--- config.mk ---
export PLATFORM = sky130hd
export DESIGN_NAME = dmsi_top
export DESIGN_NICKNAME = d
export VERILOG_FILES = /design/src/dmsi_pkg.sv /design/src/dmsi_top.sv
export SDC_FILE = /design/constraint.sdc
export NUM_CORES = 1
export LEC_CHECK = 0
export BUFFER_PORTS_ARGS = -buffer_cell sky130_fd_sc_hd__buf_2
export CAP_MARGIN = 20
export CELL_PAD_IN_SITES_DETAIL_PLACEMENT = 1
export CELL_PAD_IN_SITES_GLOBAL_PLACEMENT = 1
export CORE_UTILIZATION = 40
export DETAILED_ROUTE_END_ITERATION = 12
export PLACE_DENSITY = 0.69
export SLEW_MARGIN = 10
export SYNTH_ARGS = -nofsm -noshare
export SYNTH_HDL_FRONTEND = slang
export SYNTH_SLANG_ARGS = --single-unit
--- constraint.sdc ---
create_clock -name mclk_i -period 3.9 [get_ports mclk_i]
set_clock_uncertainty 0.1 [all_clocks]
set_input_delay 0.585 -clock mclk_i [delete_from_list [all_inputs] [get_ports mclk_i]]
set_output_delay 0.585 -clock mclk_i [all_outputs]
set_load 0.05 [all_outputs]
--- src/dmsi_pkg.sv ---
// Constants shared by the four-channel serial block.
// Assumes a 20 MHz peripheral clock and the plain register port.
`default_nettype none

package dmsi_pkg;
  // ****************************************
  // Geometry
  // ****************************************
  localparam int NCH = 4;
  localparam int NDUAL = 2;
  localparam int AW = 8;
  localparam int DW = 16;
  localparam int FRW = 13;
  localparam int CLK_HZ = 20000000;
  localparam logic [3:0] OVS_LAST = 4'hf;
  localparam logic [3:0] OVS_MID = 4'h7;
  localparam logic [3:0] CS_LAST = 4'h7;

  // ****************************************
  // Register offsets within a channel
  // ****************************************
  localparam logic [3:0] R_CTRL = 4'h0;
  localparam logic [3:0] R_BAUD = 4'h4;
  localparam logic [3:0] R_DATA = 4'h8;
  localparam logic [3:0] R_STAT = 4'hc;

  // ****************************************
  // Control fields
  // ****************************************
  localparam int C_TXEN = 0;
  localparam int C_RXEN = 1;
  localparam int C_CLOCK_SYNCHRONOUS_MODE = 2;
  localparam int C_EXT = 3;
  localparam int C_POL = 4;
  localparam int C_LEN = 5;
  localparam int C_PEN = 7;
  localparam int C_ODD = 8;
  localparam int C_STP2 = 9;
  localparam int C_SRC = 10;
  localparam int C_CKO = 12;
  localparam int CW = 13;
  localparam logic [CW-1:0] CTRL_RST = 13'h0020;
  localparam logic [7:0] BAUD_RST = 8'hff;

  // ****************************************
  // Status fields
  // ****************************************
  localparam int S_TXE = 0;
  localparam int S_TBSY = 1;
  localparam int S_TFIN = 2;
  localparam int S_RXF = 3;
  localparam int S_OVR = 4;
  localparam int S_PAR = 5;
  localparam int S_FRM = 6;
  localparam int S_ERR = 7;
endpackage

`default_nettype wire

--- src/dmsi_top.sv ---
// Four-channel serial block: two dual-mode channels, two UART-only.
// Assumes registers driven by a same-clock master; pins are asynchronous.
//
// Function
// - four channels, zero and one dual-mode
// - synchronous mode moves eight bits per transfer
// - always least significant bit first
// - character length seven, eight or nine
// - parity odd, even or none
// - one or two stop bits
// - synchronous clock internal or external, polarity
// - UART timing only from baud divider
// - count source undivided, /8, /32, /256
// - transmit, receive, or both at once
// - synchronous mode flags only overrun
// - UART flags overrun, parity, framing, sum
// - channels zero and one in UART mode drive divider clock halved
// - separate transmit and receive DMA requests
// - synchronous rates 152 b/s to 10 Mb/s
// - UART rates 19 b/s to 1.25 Mb/s
// - transmit-finished only with internal clock
//
// The implementer's own choices: the plain strobed port and the placing of the registers.
`timescale 1ns/1ns
`default_nettype none

module dmsi_top
  #(parameter int NCH = dmsi_pkg::NCH)
  (
  // Clock and reset
  input  wire logic                   mclk_i,
  input  wire logic                   reset_i,
  // Register port
  input  wire logic [dmsi_pkg::AW-1:0] addr_i,
  input  wire logic [dmsi_pkg::DW-1:0] wdata_i,
  input  wire logic                   wr_i,
  input  wire logic                   rd_i,
  output logic      [dmsi_pkg::DW-1:0] rdata_o,
  // Serial pins
  input  wire logic [NCH-1:0]         rxd_i,
  input  wire logic [NCH-1:0]         sclk_i,
  output logic      [NCH-1:0]         txd_o,
  output logic      [NCH-1:0]         sclk_o,
  output logic      [NCH-1:0]         sclk_oe_o,
  // DMA requests
  output logic      [NCH-1:0]         tx_dreq_o,
  output logic      [NCH-1:0]         rx_dreq_o
  );

  // ****************************************
  // Shared prescaler
  // ****************************************
  logic [7:0]                pre_ff;
  logic [3:0]                src_tap;
  logic [dmsi_pkg::DW-1:0]   rv [NCH];
  logic [dmsi_pkg::DW-1:0]   rdata_ff;

  always_ff @(posedge mclk_i)
  begin
    if (reset_i)
      pre_ff <= 8'h00;
    else
      pre_ff <= pre_ff + 8'h01;
  end

  // Taps for the four count sources
  assign src_tap = {&pre_ff, &pre_ff[4:0], &pre_ff[2:0], 1'b1};

  // ****************************************
  // Channels
  // ****************************************
  for (genvar c = 0; c < NCH; c++)
  begin : g_ch
    // Only the first two channels own the synchronous mode
    localparam bit DUAL = (c < dmsi_pkg::NDUAL);

    logic [dmsi_pkg::CW-1:0] ctrl_ff;
    logic [7:0]  baud_ff, brg_ff;
    logic [8:0]  tbuf_ff, rbuf_ff, rsh_ff;
    logic [dmsi_pkg::FRW-1:0] tsh_ff;
    logic [3:0]  tcnt_ff, tos_ff, ros_ff, ridx_ff;
    logic [2:0]  rs_ff, cs_ff;
    logic        rlvl_ff, clvl_ff, pbit_ff;
    logic        tfull_ff, tbusy_ff, txd_ff, sclk_ff, oe_ff;
    logic        rbusy_ff, rfull_ff, ovr_ff, perr_ff, ferr_ff, tfin_ff;
    logic        txr_ff, rxr_ff;
    logic        hit, wr_ctl, wr_bd, wr_dat, wr_st, rd_dat;
    logic        clock_synchronous_mode, ext, idle, tick, tx_en, rx_en, pen, odd;
    logic        redge, fall, cedge, lead_x, lead, trail;
    logic        tx_go, tx_end, mid, u_stop, cs_done, rx_done;
    logic        ferr_ev, perr_ev;
    logic [3:0]  ndat, ulast, par_idx, stp_idx;
    logic [8:0]  dmask, rnew;
    logic [dmsi_pkg::FRW-1:0] uframe;

    assign hit    = (addr_i[7:6] == 2'h0) && (addr_i[5:4] == 2'(c));
    assign wr_ctl = wr_i && hit && (addr_i[3:0] == dmsi_pkg::R_CTRL);
    assign wr_bd  = wr_i && hit && (addr_i[3:0] == dmsi_pkg::R_BAUD);
    assign wr_dat = wr_i && hit && (addr_i[3:0] == dmsi_pkg::R_DATA);
    assign wr_st  = wr_i && hit && (addr_i[3:0] == dmsi_pkg::R_STAT);
    assign rd_dat = rd_i && hit && (addr_i[3:0] == dmsi_pkg::R_DATA);

    // Full-duplex, or either half alone
    assign tx_en = ctrl_ff[dmsi_pkg::C_TXEN];
    assign rx_en = ctrl_ff[dmsi_pkg::C_RXEN];
    assign clock_synchronous_mode  = DUAL && ctrl_ff[dmsi_pkg::C_CLOCK_SYNCHRONOUS_MODE];
    // UART ignores the external clock select
    assign ext   = clock_synchronous_mode && ctrl_ff[dmsi_pkg::C_EXT];
    assign idle  = ~ctrl_ff[dmsi_pkg::C_POL];
    assign pen   = ctrl_ff[dmsi_pkg::C_PEN];
    assign odd   = ctrl_ff[dmsi_pkg::C_ODD];
    assign ndat  = 4'h7 + {2'h0, ctrl_ff[dmsi_pkg::C_LEN +: 2]};
    assign dmask = 9'h1ff >> (4'h9 - ndat);
    assign par_idx = ndat + 4'h1;
    assign stp_idx = par_idx + {3'h0, pen};
    assign ulast = stp_idx + {3'h0, ctrl_ff[dmsi_pkg::C_STP2]};

    always_ff @(posedge mclk_i)
    begin
      if (reset_i)
      begin
        ctrl_ff <= dmsi_pkg::CTRL_RST;
        baud_ff <= dmsi_pkg::BAUD_RST;
      end
      else
      begin
        if (wr_ctl)
          ctrl_ff <= wdata_i[dmsi_pkg::CW-1:0];
        if (wr_bd)
          baud_ff <= wdata_i[7:0];
      end
    end

    // Reload divider: rate = source/(baud+1); 16x for UART, 2x synchronous
    assign tick = src_tap[ctrl_ff[dmsi_pkg::C_SRC +: 2]] && (brg_ff == 8'h00);

    always_ff @(posedge mclk_i)
    begin
      if (reset_i)
        brg_ff <= dmsi_pkg::BAUD_RST;
      else if (wr_bd)
        brg_ff <= wdata_i[7:0];
      else if (src_tap[ctrl_ff[dmsi_pkg::C_SRC +: 2]])
        brg_ff <= (brg_ff == 8'h00) ? baud_ff : brg_ff - 8'h01;
    end

    // Pin synchronisers; a change counts when stages two and three agree
    always_ff @(posedge mclk_i)
    begin
      if (reset_i)
      begin
        rs_ff   <= 3'h7;
        cs_ff   <= 3'h7;
        rlvl_ff <= 1'b1;
        clvl_ff <= 1'b1;
      end
      else
      begin
        rs_ff <= {rs_ff[1:0], rxd_i[c]};
        cs_ff <= {cs_ff[1:0], sclk_i[c]};
        if (rs_ff[1] == rs_ff[2])
          rlvl_ff <= rs_ff[2];
        if (cs_ff[1] == cs_ff[2])
          clvl_ff <= cs_ff[2];
      end
    end

    assign redge  = (rs_ff[1] == rs_ff[2]) && (rs_ff[2] != rlvl_ff);
    assign fall   = redge && !rs_ff[2];
    // External clock edges; peer keeps it at or below clock/16
    assign cedge  = (cs_ff[1] == cs_ff[2]) && (cs_ff[2] != clvl_ff);
    assign lead_x = ext && cedge && (cs_ff[2] != idle);
    assign lead   = ext ? lead_x : (tick && tbusy_ff && sclk_ff == idle);
    assign trail  = ext ? (cedge && cs_ff[2] == idle) : (tick && tbusy_ff && sclk_ff != idle);

    // ****************************************
    // Transmitter
    // ****************************************
    always_comb
    begin
      uframe = '1;
      uframe[0] = 1'b0;
      for (int i = 0; i < 9; i++)
        if (4'(i) < ndat)
          uframe[i+1] = tbuf_ff[i];
      if (pen)
        uframe[par_idx] = ^(tbuf_ff & dmask) ^ odd;
    end

    // Internal synchronous receive-only keeps clocking until a read is owed
    assign tx_go = !tbusy_ff && (clock_synchronous_mode ?
                   (ext ? lead_x && (tx_en || rx_en)
                        : (tx_en && tfull_ff) || (rx_en && !tx_en && !rfull_ff))
                   : tx_en && tfull_ff);
    assign tx_end = tbusy_ff && (clock_synchronous_mode ? trail && tcnt_ff == dmsi_pkg::CS_LAST
                    : tick && tos_ff == dmsi_pkg::OVS_LAST && tcnt_ff == ulast);

    always_ff @(posedge mclk_i)
    begin
      if (reset_i)
      begin
        tbusy_ff <= 1'b0;
        tsh_ff   <= '1;
        tcnt_ff  <= 4'h0;
        tos_ff   <= 4'h0;
        txd_ff   <= 1'b1;
      end
      else if (tx_go)
      begin
        tbusy_ff <= 1'b1;
        tcnt_ff  <= 4'h0;
        tos_ff   <= 4'h0;
        if (clock_synchronous_mode)
        begin
          tsh_ff <= {5'h1f, (tx_en && tfull_ff) ? tbuf_ff[7:0] : 8'hff};
          txd_ff <= (tx_en && tfull_ff) ? tbuf_ff[0] : 1'b1;
        end
        else
        begin
          tsh_ff <= uframe;
          txd_ff <= 1'b0;
        end
      end
      else if (tbusy_ff && clock_synchronous_mode)
      begin
        // Data changes on the leading edge, peer samples on the trailing
        if (lead)
          txd_ff <= tsh_ff[0];
        if (trail)
        begin
          tsh_ff  <= {1'b1, tsh_ff[dmsi_pkg::FRW-1:1]};
          tcnt_ff <= tcnt_ff + 4'h1;
          if (tcnt_ff == dmsi_pkg::CS_LAST)
            tbusy_ff <= 1'b0;
        end
      end
      else if (tbusy_ff && tick)
      begin
        tos_ff <= tos_ff + 4'h1;
        if (tos_ff == dmsi_pkg::OVS_LAST)
        begin
          tsh_ff  <= {1'b1, tsh_ff[dmsi_pkg::FRW-1:1]};
          txd_ff  <= tsh_ff[1];
          tcnt_ff <= tcnt_ff + 4'h1;
          if (tcnt_ff == ulast)
            tbusy_ff <= 1'b0;
        end
      end
      else if (!tbusy_ff && !clock_synchronous_mode)
        txd_ff <= 1'b1;
    end

    // ****************************************
    // Receiver
    // ****************************************
    assign mid     = !clock_synchronous_mode && rbusy_ff && tick && ros_ff == dmsi_pkg::OVS_MID;
    assign u_stop  = mid && ridx_ff == stp_idx;
    assign cs_done = clock_synchronous_mode && tbusy_ff && trail && tcnt_ff == dmsi_pkg::CS_LAST && rx_en;
    assign rx_done = u_stop || cs_done;
    assign rnew    = clock_synchronous_mode ? {1'b0, rlvl_ff, rsh_ff[6:0]} : (rsh_ff & dmask);
    // Parity and framing only exist in UART mode
    assign ferr_ev = u_stop && !rlvl_ff;
    assign perr_ev = u_stop && pen && (^rnew ^ pbit_ff ^ odd);

    always_ff @(posedge mclk_i)
    begin
      if (reset_i)
      begin
        rbusy_ff <= 1'b0;
        ros_ff   <= 4'h0;
        ridx_ff  <= 4'h0;
        rsh_ff   <= 9'h000;
        pbit_ff  <= 1'b0;
      end
      else if (clock_synchronous_mode)
      begin
        rbusy_ff <= 1'b0;
        if (tbusy_ff && trail)
          rsh_ff[tcnt_ff[2:0]] <= rlvl_ff;
      end
      else if (!rbusy_ff)
      begin
        if (rx_en && fall)
        begin
          rbusy_ff <= 1'b1;
          ros_ff   <= 4'h0;
          ridx_ff  <= 4'h0;
        end
      end
      else if (tick)
      begin
        ros_ff <= ros_ff + 4'h1;
        if (ros_ff == dmsi_pkg::OVS_MID)
        begin
          ridx_ff <= ridx_ff + 4'h1;
          // A start bit gone high by mid-bit was a glitch
          if ((ridx_ff == 4'h0 && rlvl_ff) || ridx_ff == stp_idx)
            rbusy_ff <= 1'b0;
          else if (pen && ridx_ff == par_idx)
            pbit_ff <= rlvl_ff;
          else if (ridx_ff != 4'h0)
            rsh_ff[ridx_ff - 4'h1] <= rlvl_ff;
        end
      end
    end

    // ****************************************
    // Buffers and sticky flags; a set beats a clear
    // ****************************************
    always_ff @(posedge mclk_i)
    begin
      if (reset_i)
      begin
        tbuf_ff  <= 9'h000;
        tfull_ff <= 1'b0;
        rbuf_ff  <= 9'h000;
        rfull_ff <= 1'b0;
        ovr_ff   <= 1'b0;
        perr_ff  <= 1'b0;
        ferr_ff  <= 1'b0;
        tfin_ff  <= 1'b0;
      end
      else
      begin
        if (wr_dat)
          tbuf_ff <= wdata_i[8:0];
        tfull_ff <= wr_dat || (tfull_ff && !(tx_go && tx_en));
        if (rx_done)
          rbuf_ff <= rnew;
        rfull_ff <= rx_done || (rfull_ff && !rd_dat);
        ovr_ff  <= (rx_done && rfull_ff && !rd_dat)
                   || (ovr_ff && !(wr_st && wdata_i[dmsi_pkg::S_OVR]));
        perr_ff <= perr_ev || (perr_ff && !(wr_st && wdata_i[dmsi_pkg::S_PAR]));
        ferr_ff <= ferr_ev || (ferr_ff && !(wr_st && wdata_i[dmsi_pkg::S_FRM]));
        tfin_ff <= (tx_end && !ext)
                   || (tfin_ff && !(wr_st && wdata_i[dmsi_pkg::S_TFIN]));
      end
    end

    // ****************************************
    // Clock pin and DMA requests
    // ****************************************
    always_ff @(posedge mclk_i)
    begin
      if (reset_i)
      begin
        sclk_ff <= 1'b1;
        oe_ff   <= 1'b0;
        txr_ff  <= 1'b0;
        rxr_ff  <= 1'b0;
      end
      else
      begin
        txr_ff <= tx_en && !tfull_ff;
        rxr_ff <= rfull_ff;
        if (!DUAL)
        begin
          sclk_ff <= 1'b1;
          oe_ff   <= 1'b0;
        end
        else if (!clock_synchronous_mode)
        begin
          // Fixed-period output toggles per divider tick
          oe_ff <= ctrl_ff[dmsi_pkg::C_CKO];
          if (tick)
            sclk_ff <= !sclk_ff;
        end
        else
        begin
          oe_ff <= !ext;
          if (tx_go || !tbusy_ff || ext)
            sclk_ff <= idle;
          else if (tick)
            sclk_ff <= !sclk_ff;
        end
      end
    end

    assign txd_o[c]     = txd_ff;
    assign sclk_o[c]    = sclk_ff;
    assign sclk_oe_o[c] = oe_ff;
    assign tx_dreq_o[c] = txr_ff;
    assign rx_dreq_o[c] = rxr_ff;

    always_comb
    begin
      rv[c] = '0;
      unique case (addr_i[3:0])
        dmsi_pkg::R_CTRL: rv[c][dmsi_pkg::CW-1:0] = ctrl_ff;
        dmsi_pkg::R_BAUD: rv[c][7:0] = baud_ff;
        dmsi_pkg::R_DATA: rv[c][8:0] = rbuf_ff;
        dmsi_pkg::R_STAT: rv[c][7:0] = {ovr_ff || perr_ff || ferr_ff, ferr_ff,
                                        perr_ff, ovr_ff, rfull_ff, tfin_ff, tbusy_ff, !tfull_ff};
        default:          rv[c] = '0;
      endcase
    end
  end

  // ****************************************
  // Read data, one cycle after the strobe
  // ****************************************
  always_ff @(posedge mclk_i)
  begin
    if (reset_i)
      rdata_ff <= '0;
    else if (rd_i && addr_i[7:6] == 2'h0)
      rdata_ff <= rv[addr_i[5:4]];
    else
      rdata_ff <= '0;
  end

  assign rdata_o = rdata_ff;

endmodule

`default_nettype wire

==> flow_results.org <==
** Worst setup path
- Arr. time, crit path :: 3940 ps
- Critical Path RT :: 4330 ps
- Crit start category :: flop
- Among the stages of the critical path, the cell type that occurs most often is xnor2_1.
- Cells along the critical path :: inv_1 > ha_1 > xnor2_1 > inv_1 > ha_1 > xnor2_1 > xnor2_1 > o2111ai_1 > o2bb2ai_1 > and2_1 > mux2i_1
- Category of the critical setup timing path :: reg -> reg
- Setup crit end kind :: flop
- Number of buffer and inverter stages on the critical path :: 2
- Count of cell instances traversed by the critical path :: 11
- Worst-case reg-to-reg path depth :: 11
- On the critical path, the stage with the largest delay is an instance of and2_1.
- Broken down by cell family, the worst path's largest delay share belongs to XOR/XNOR gates.
- Critical-path maximum fanout :: 10
- Longest individual stage delay on the worst path :: 510 ps

** Synthesis
- Sequential share of the synthesized area :: 37.1%
- Count of different cell masters after synthesis :: 86
- The cell area that synthesis handed to floorplanning was 23500 um2.
- For this run, the leading register cell type out of synthesis is dfxtp_1.
- Post-Synthesis Mean Instance Area :: 8.19 um2
- Yosys Warn Count :: 0
- Synthesis inferred 435 register bits.
- Synthesis produced 2865 cells.
- Number of enable flip-flop cells after synthesis :: 0
- Async set-or-reset flop fraction in the synthesized netlist :: 0%

** Drt
- Final WL :: 80100 um
- Drt initial violations :: 1292
- Detailed-route via count :: 21.5k
- Dividing the detail-routed via count by the number of cells gives 5.88.
- Antenna Violating Nets Remaining :: 0
- First-pass iteration count of the detailed router :: 5
- In the routed design, unresolved DRC markers number 0.
- Dividing the detail-routed wire length by the instance count gives 21.9 um.

** Floorplanning
- 72 I/O pins were placed.
- Row generation in the floorplan step produced 88 rows.
- The die covers 59600 um2.
- Once the floorplan was initialized, standard cells occupied 40.6% of the core.
- The die is 244 um wide.
- The die is 244 um tall.
- Area of the core :: 57800 um2

** Pwr
- Cell internal power was estimated by the tool at 7660 uW.
- Portion of total power attributed to sequential cells :: 44.9%
- Cell area power density :: 382 nW/um2
- Worst-case vdd ir drop :: 299 uV
- The analysis attributes to cell leakage a power of 0.00984 uW.
- Clock network fraction of design power :: 51.5%
- Switching share of total power :: 23.6%
- Net Switching :: 2360 uW
- Comb power frac :: 3.6%

** Finish
- With fillers left out, the area of the finished cells amounts to 26200 um2.
- Layout Utilization :: 45.4%
- At the end of the flow, the number of nets in the layout was 2973.
- Most frequent cells in the layout :: 435 x dfxtp_1, 428 x nand2_1, 258 x nor2_1, 231 x a21oi_1, 160 x o21ai_0
- Fraction of final layout cells with drive strength greater than 1 :: 10.2%
- Synthesis-to-layout area growth :: 11.9%
- Leaving out fill and tap cells, the most frequent cell in the layout is dfxtp_1.
- Once layout is complete, the cells apart from fillers number 3654.

** Placement
- Cell Area, Placed :: 24400 um2
- Input and output buffers added on the ports amount to 59.
- Routability-driven placement finished with a final weighted congestion of 0.876.
- Detailed placement finished with a half-perimeter wire length of 56600 um.
- The number of placed instances, taps included, is 3557.

** Global route
- The first global-routing pass estimated 126000 um of wire.
- The number of global-route vias before repair was 21.9k.
- The number of antenna violations at the first check in global routing was 5.
- Largest net degree at the start of global routing :: 95
- Total global routing track utilization :: 26.6%
- The total overflow left after global routing is 0.

** CTS
- In this run, post-CTS hold repair placed 0 buffers.
- H-tree depth reported by CTS :: 2
- Worst-skew pair later-pin latency :: 610 ps
- The clock passes through at most 3 buffers.
- Clock Sinks :: 435
- Clk root buf :: clkbuf_16
- Postcts setup bufs :: 0
- Counting the buffers created by CTS gives 52.
- Number of cells upsized or downsized after cts :: 0
- Clock-pin slew reported for the worst setup and hold paths after clock tree synthesis :: 70 ps
- TritonCTS built the clock tree.

** Timing
- Final total negative setup slack :: 0 ps
- Setup repair after global routing left no endpoint under its margin.
- Worst rel slew slack :: 36.1%
- Fmax :: 0.285 GHz
- Period utilisation layout :: 90.1%
- The hold violation total from the final report was 0.
- Final setup violating endpoints :: 0
- Max-slew violations :: 0
- For the finished layout, the period the worst path requires is 3510 ps.
- Hold slack :: 46.8 ps
- Slew of the pin with the lowest slew margin :: 951 ps

** Outcome
- Result of the run :: finished clean

** Hold path
- Cell count of the worst hold path :: 2
- Min-delay worst type :: in -> reg

** Flow run
- Across the run, the number of max-cap violations was 0.
-- flip-flops by register name, summed over array words and instances, names as in the netlist, 6 cells and up --
register / cells
g_ch.brg_ff: 32
pre_ff: 8
g_ch.rsh_ff: 36
g_ch.cs_ff: 6
g_ch.rbuf_ff: 36
rdata_o: 13
g_ch.tbuf_ff: 36
g_ch.baud_ff: 32
g_ch.rs_ff: 12
g_ch.ctrl_ff: 52
g_ch.tsh_ff: 50
g_ch.tos_ff: 16
g_ch.tcnt_ff: 16
g_ch.ridx_ff: 16
g_ch.ros_ff: 16
-- final timing paths --
check,start,to,slack [ps]
setup / recovery,g_ch[0].ctrl_ff[5],g_ch[0].rbuf_ff[4],390
hold / removal,rxd_i[3],g_ch[3].rs_ff[0],50
setup reg to reg,g_ch[0].ctrl_ff[5],g_ch[0].rbuf_ff[4],390
hold reg to reg,g_ch[0].rs_ff[0],g_ch[0].rs_ff[1],310
-- worst reg2reg max path: cells and delay by family, from the launching register on --
kind / cells / cell delay [ps]
XOR/XNOR: 3 / 800
AND/OR/NAND/NOR: 1 / 510
AO/OA/AOI/OAI: 2 / 680
flip-flops: 1 / 330
adder cells (fa/ha/maj): 2 / 630
buffers and inverters: 2 / 170
multiplexers: 1 / 240
-- area by class of cell --
type	count	area (um2)
diodes	2	5.00
clock buffers	65	1450
clock inverters	30	359
fillers	6918	31600
inverters	57	216
multi-input cells	2173	13700
flip-flops and latches	435	8710
well taps	765	957
repair buffers	127	853
-- synthesized netlist by cell type (all sizes together), types with 32 or more instances --
master	count	area (um2)
a211oi	38	285
a21oi	231	1160
a221oi	44	385
buf	45	280
clkbuf	160	603
dfxtp	435	8710
ha	91	1140
inv	57	214
mux2i	72	721
nand2	428	1610
nand3	120	601
nand4	32	200
nor2	258	968
nor3	51	255
o21ai	162	811
xnor2	73	639
xor2	55	482
-- power by group through the flow --
stage          logic [uW]  clock network (uW)  registers (uW)
3_5_place_dp          354                   0            4590
2_1_floorplan         215                   0            4580
5_1_grt               381                5460            4490
3_3_place_gp          346                   0            4590
6_report              359                5160            4490
4_1_cts               356                5280            4490
-- logic make-up after synthesis --
family / count (synthesis) / synth area share [%]
AOI/OAI and AO/OA: 686 / 18.6
buffers and inverters: 262 / 4.68
muxes: 100 / 4.99
and+or+nand+nor: 1141 / 23.0
xor gates and xnor gates: 148 / 6.71
adders and majority gates: 91 / 4.85
DFF: 435 / 37.1
other: 2 / 0.0320
-- per-layer routing --
layer	vias up	wire length (um)	share of wire, %	track usage, %
met3	134	3620	4.5	3.69
met4	4	2350	2.9	7.98
met1	10758	35600	44	34.6
met2	432	38500	48	45.4
li1	10152	-	-	-
met5	-	25	0.031	0
-- through the flow --
| stage | total power, uW | setup WS (ps) |
|---|---|---|
| final | 10000 | 388 |
| after global routing | 10300 | 64.6 |
| after CTS | 10100 | 391 |
| after detailed placement | 4940 | 418 |
| after global placement | 4930 | 517 |
| after floorplan | 4800 | 510 |
(Power assumes the default switching activity.)
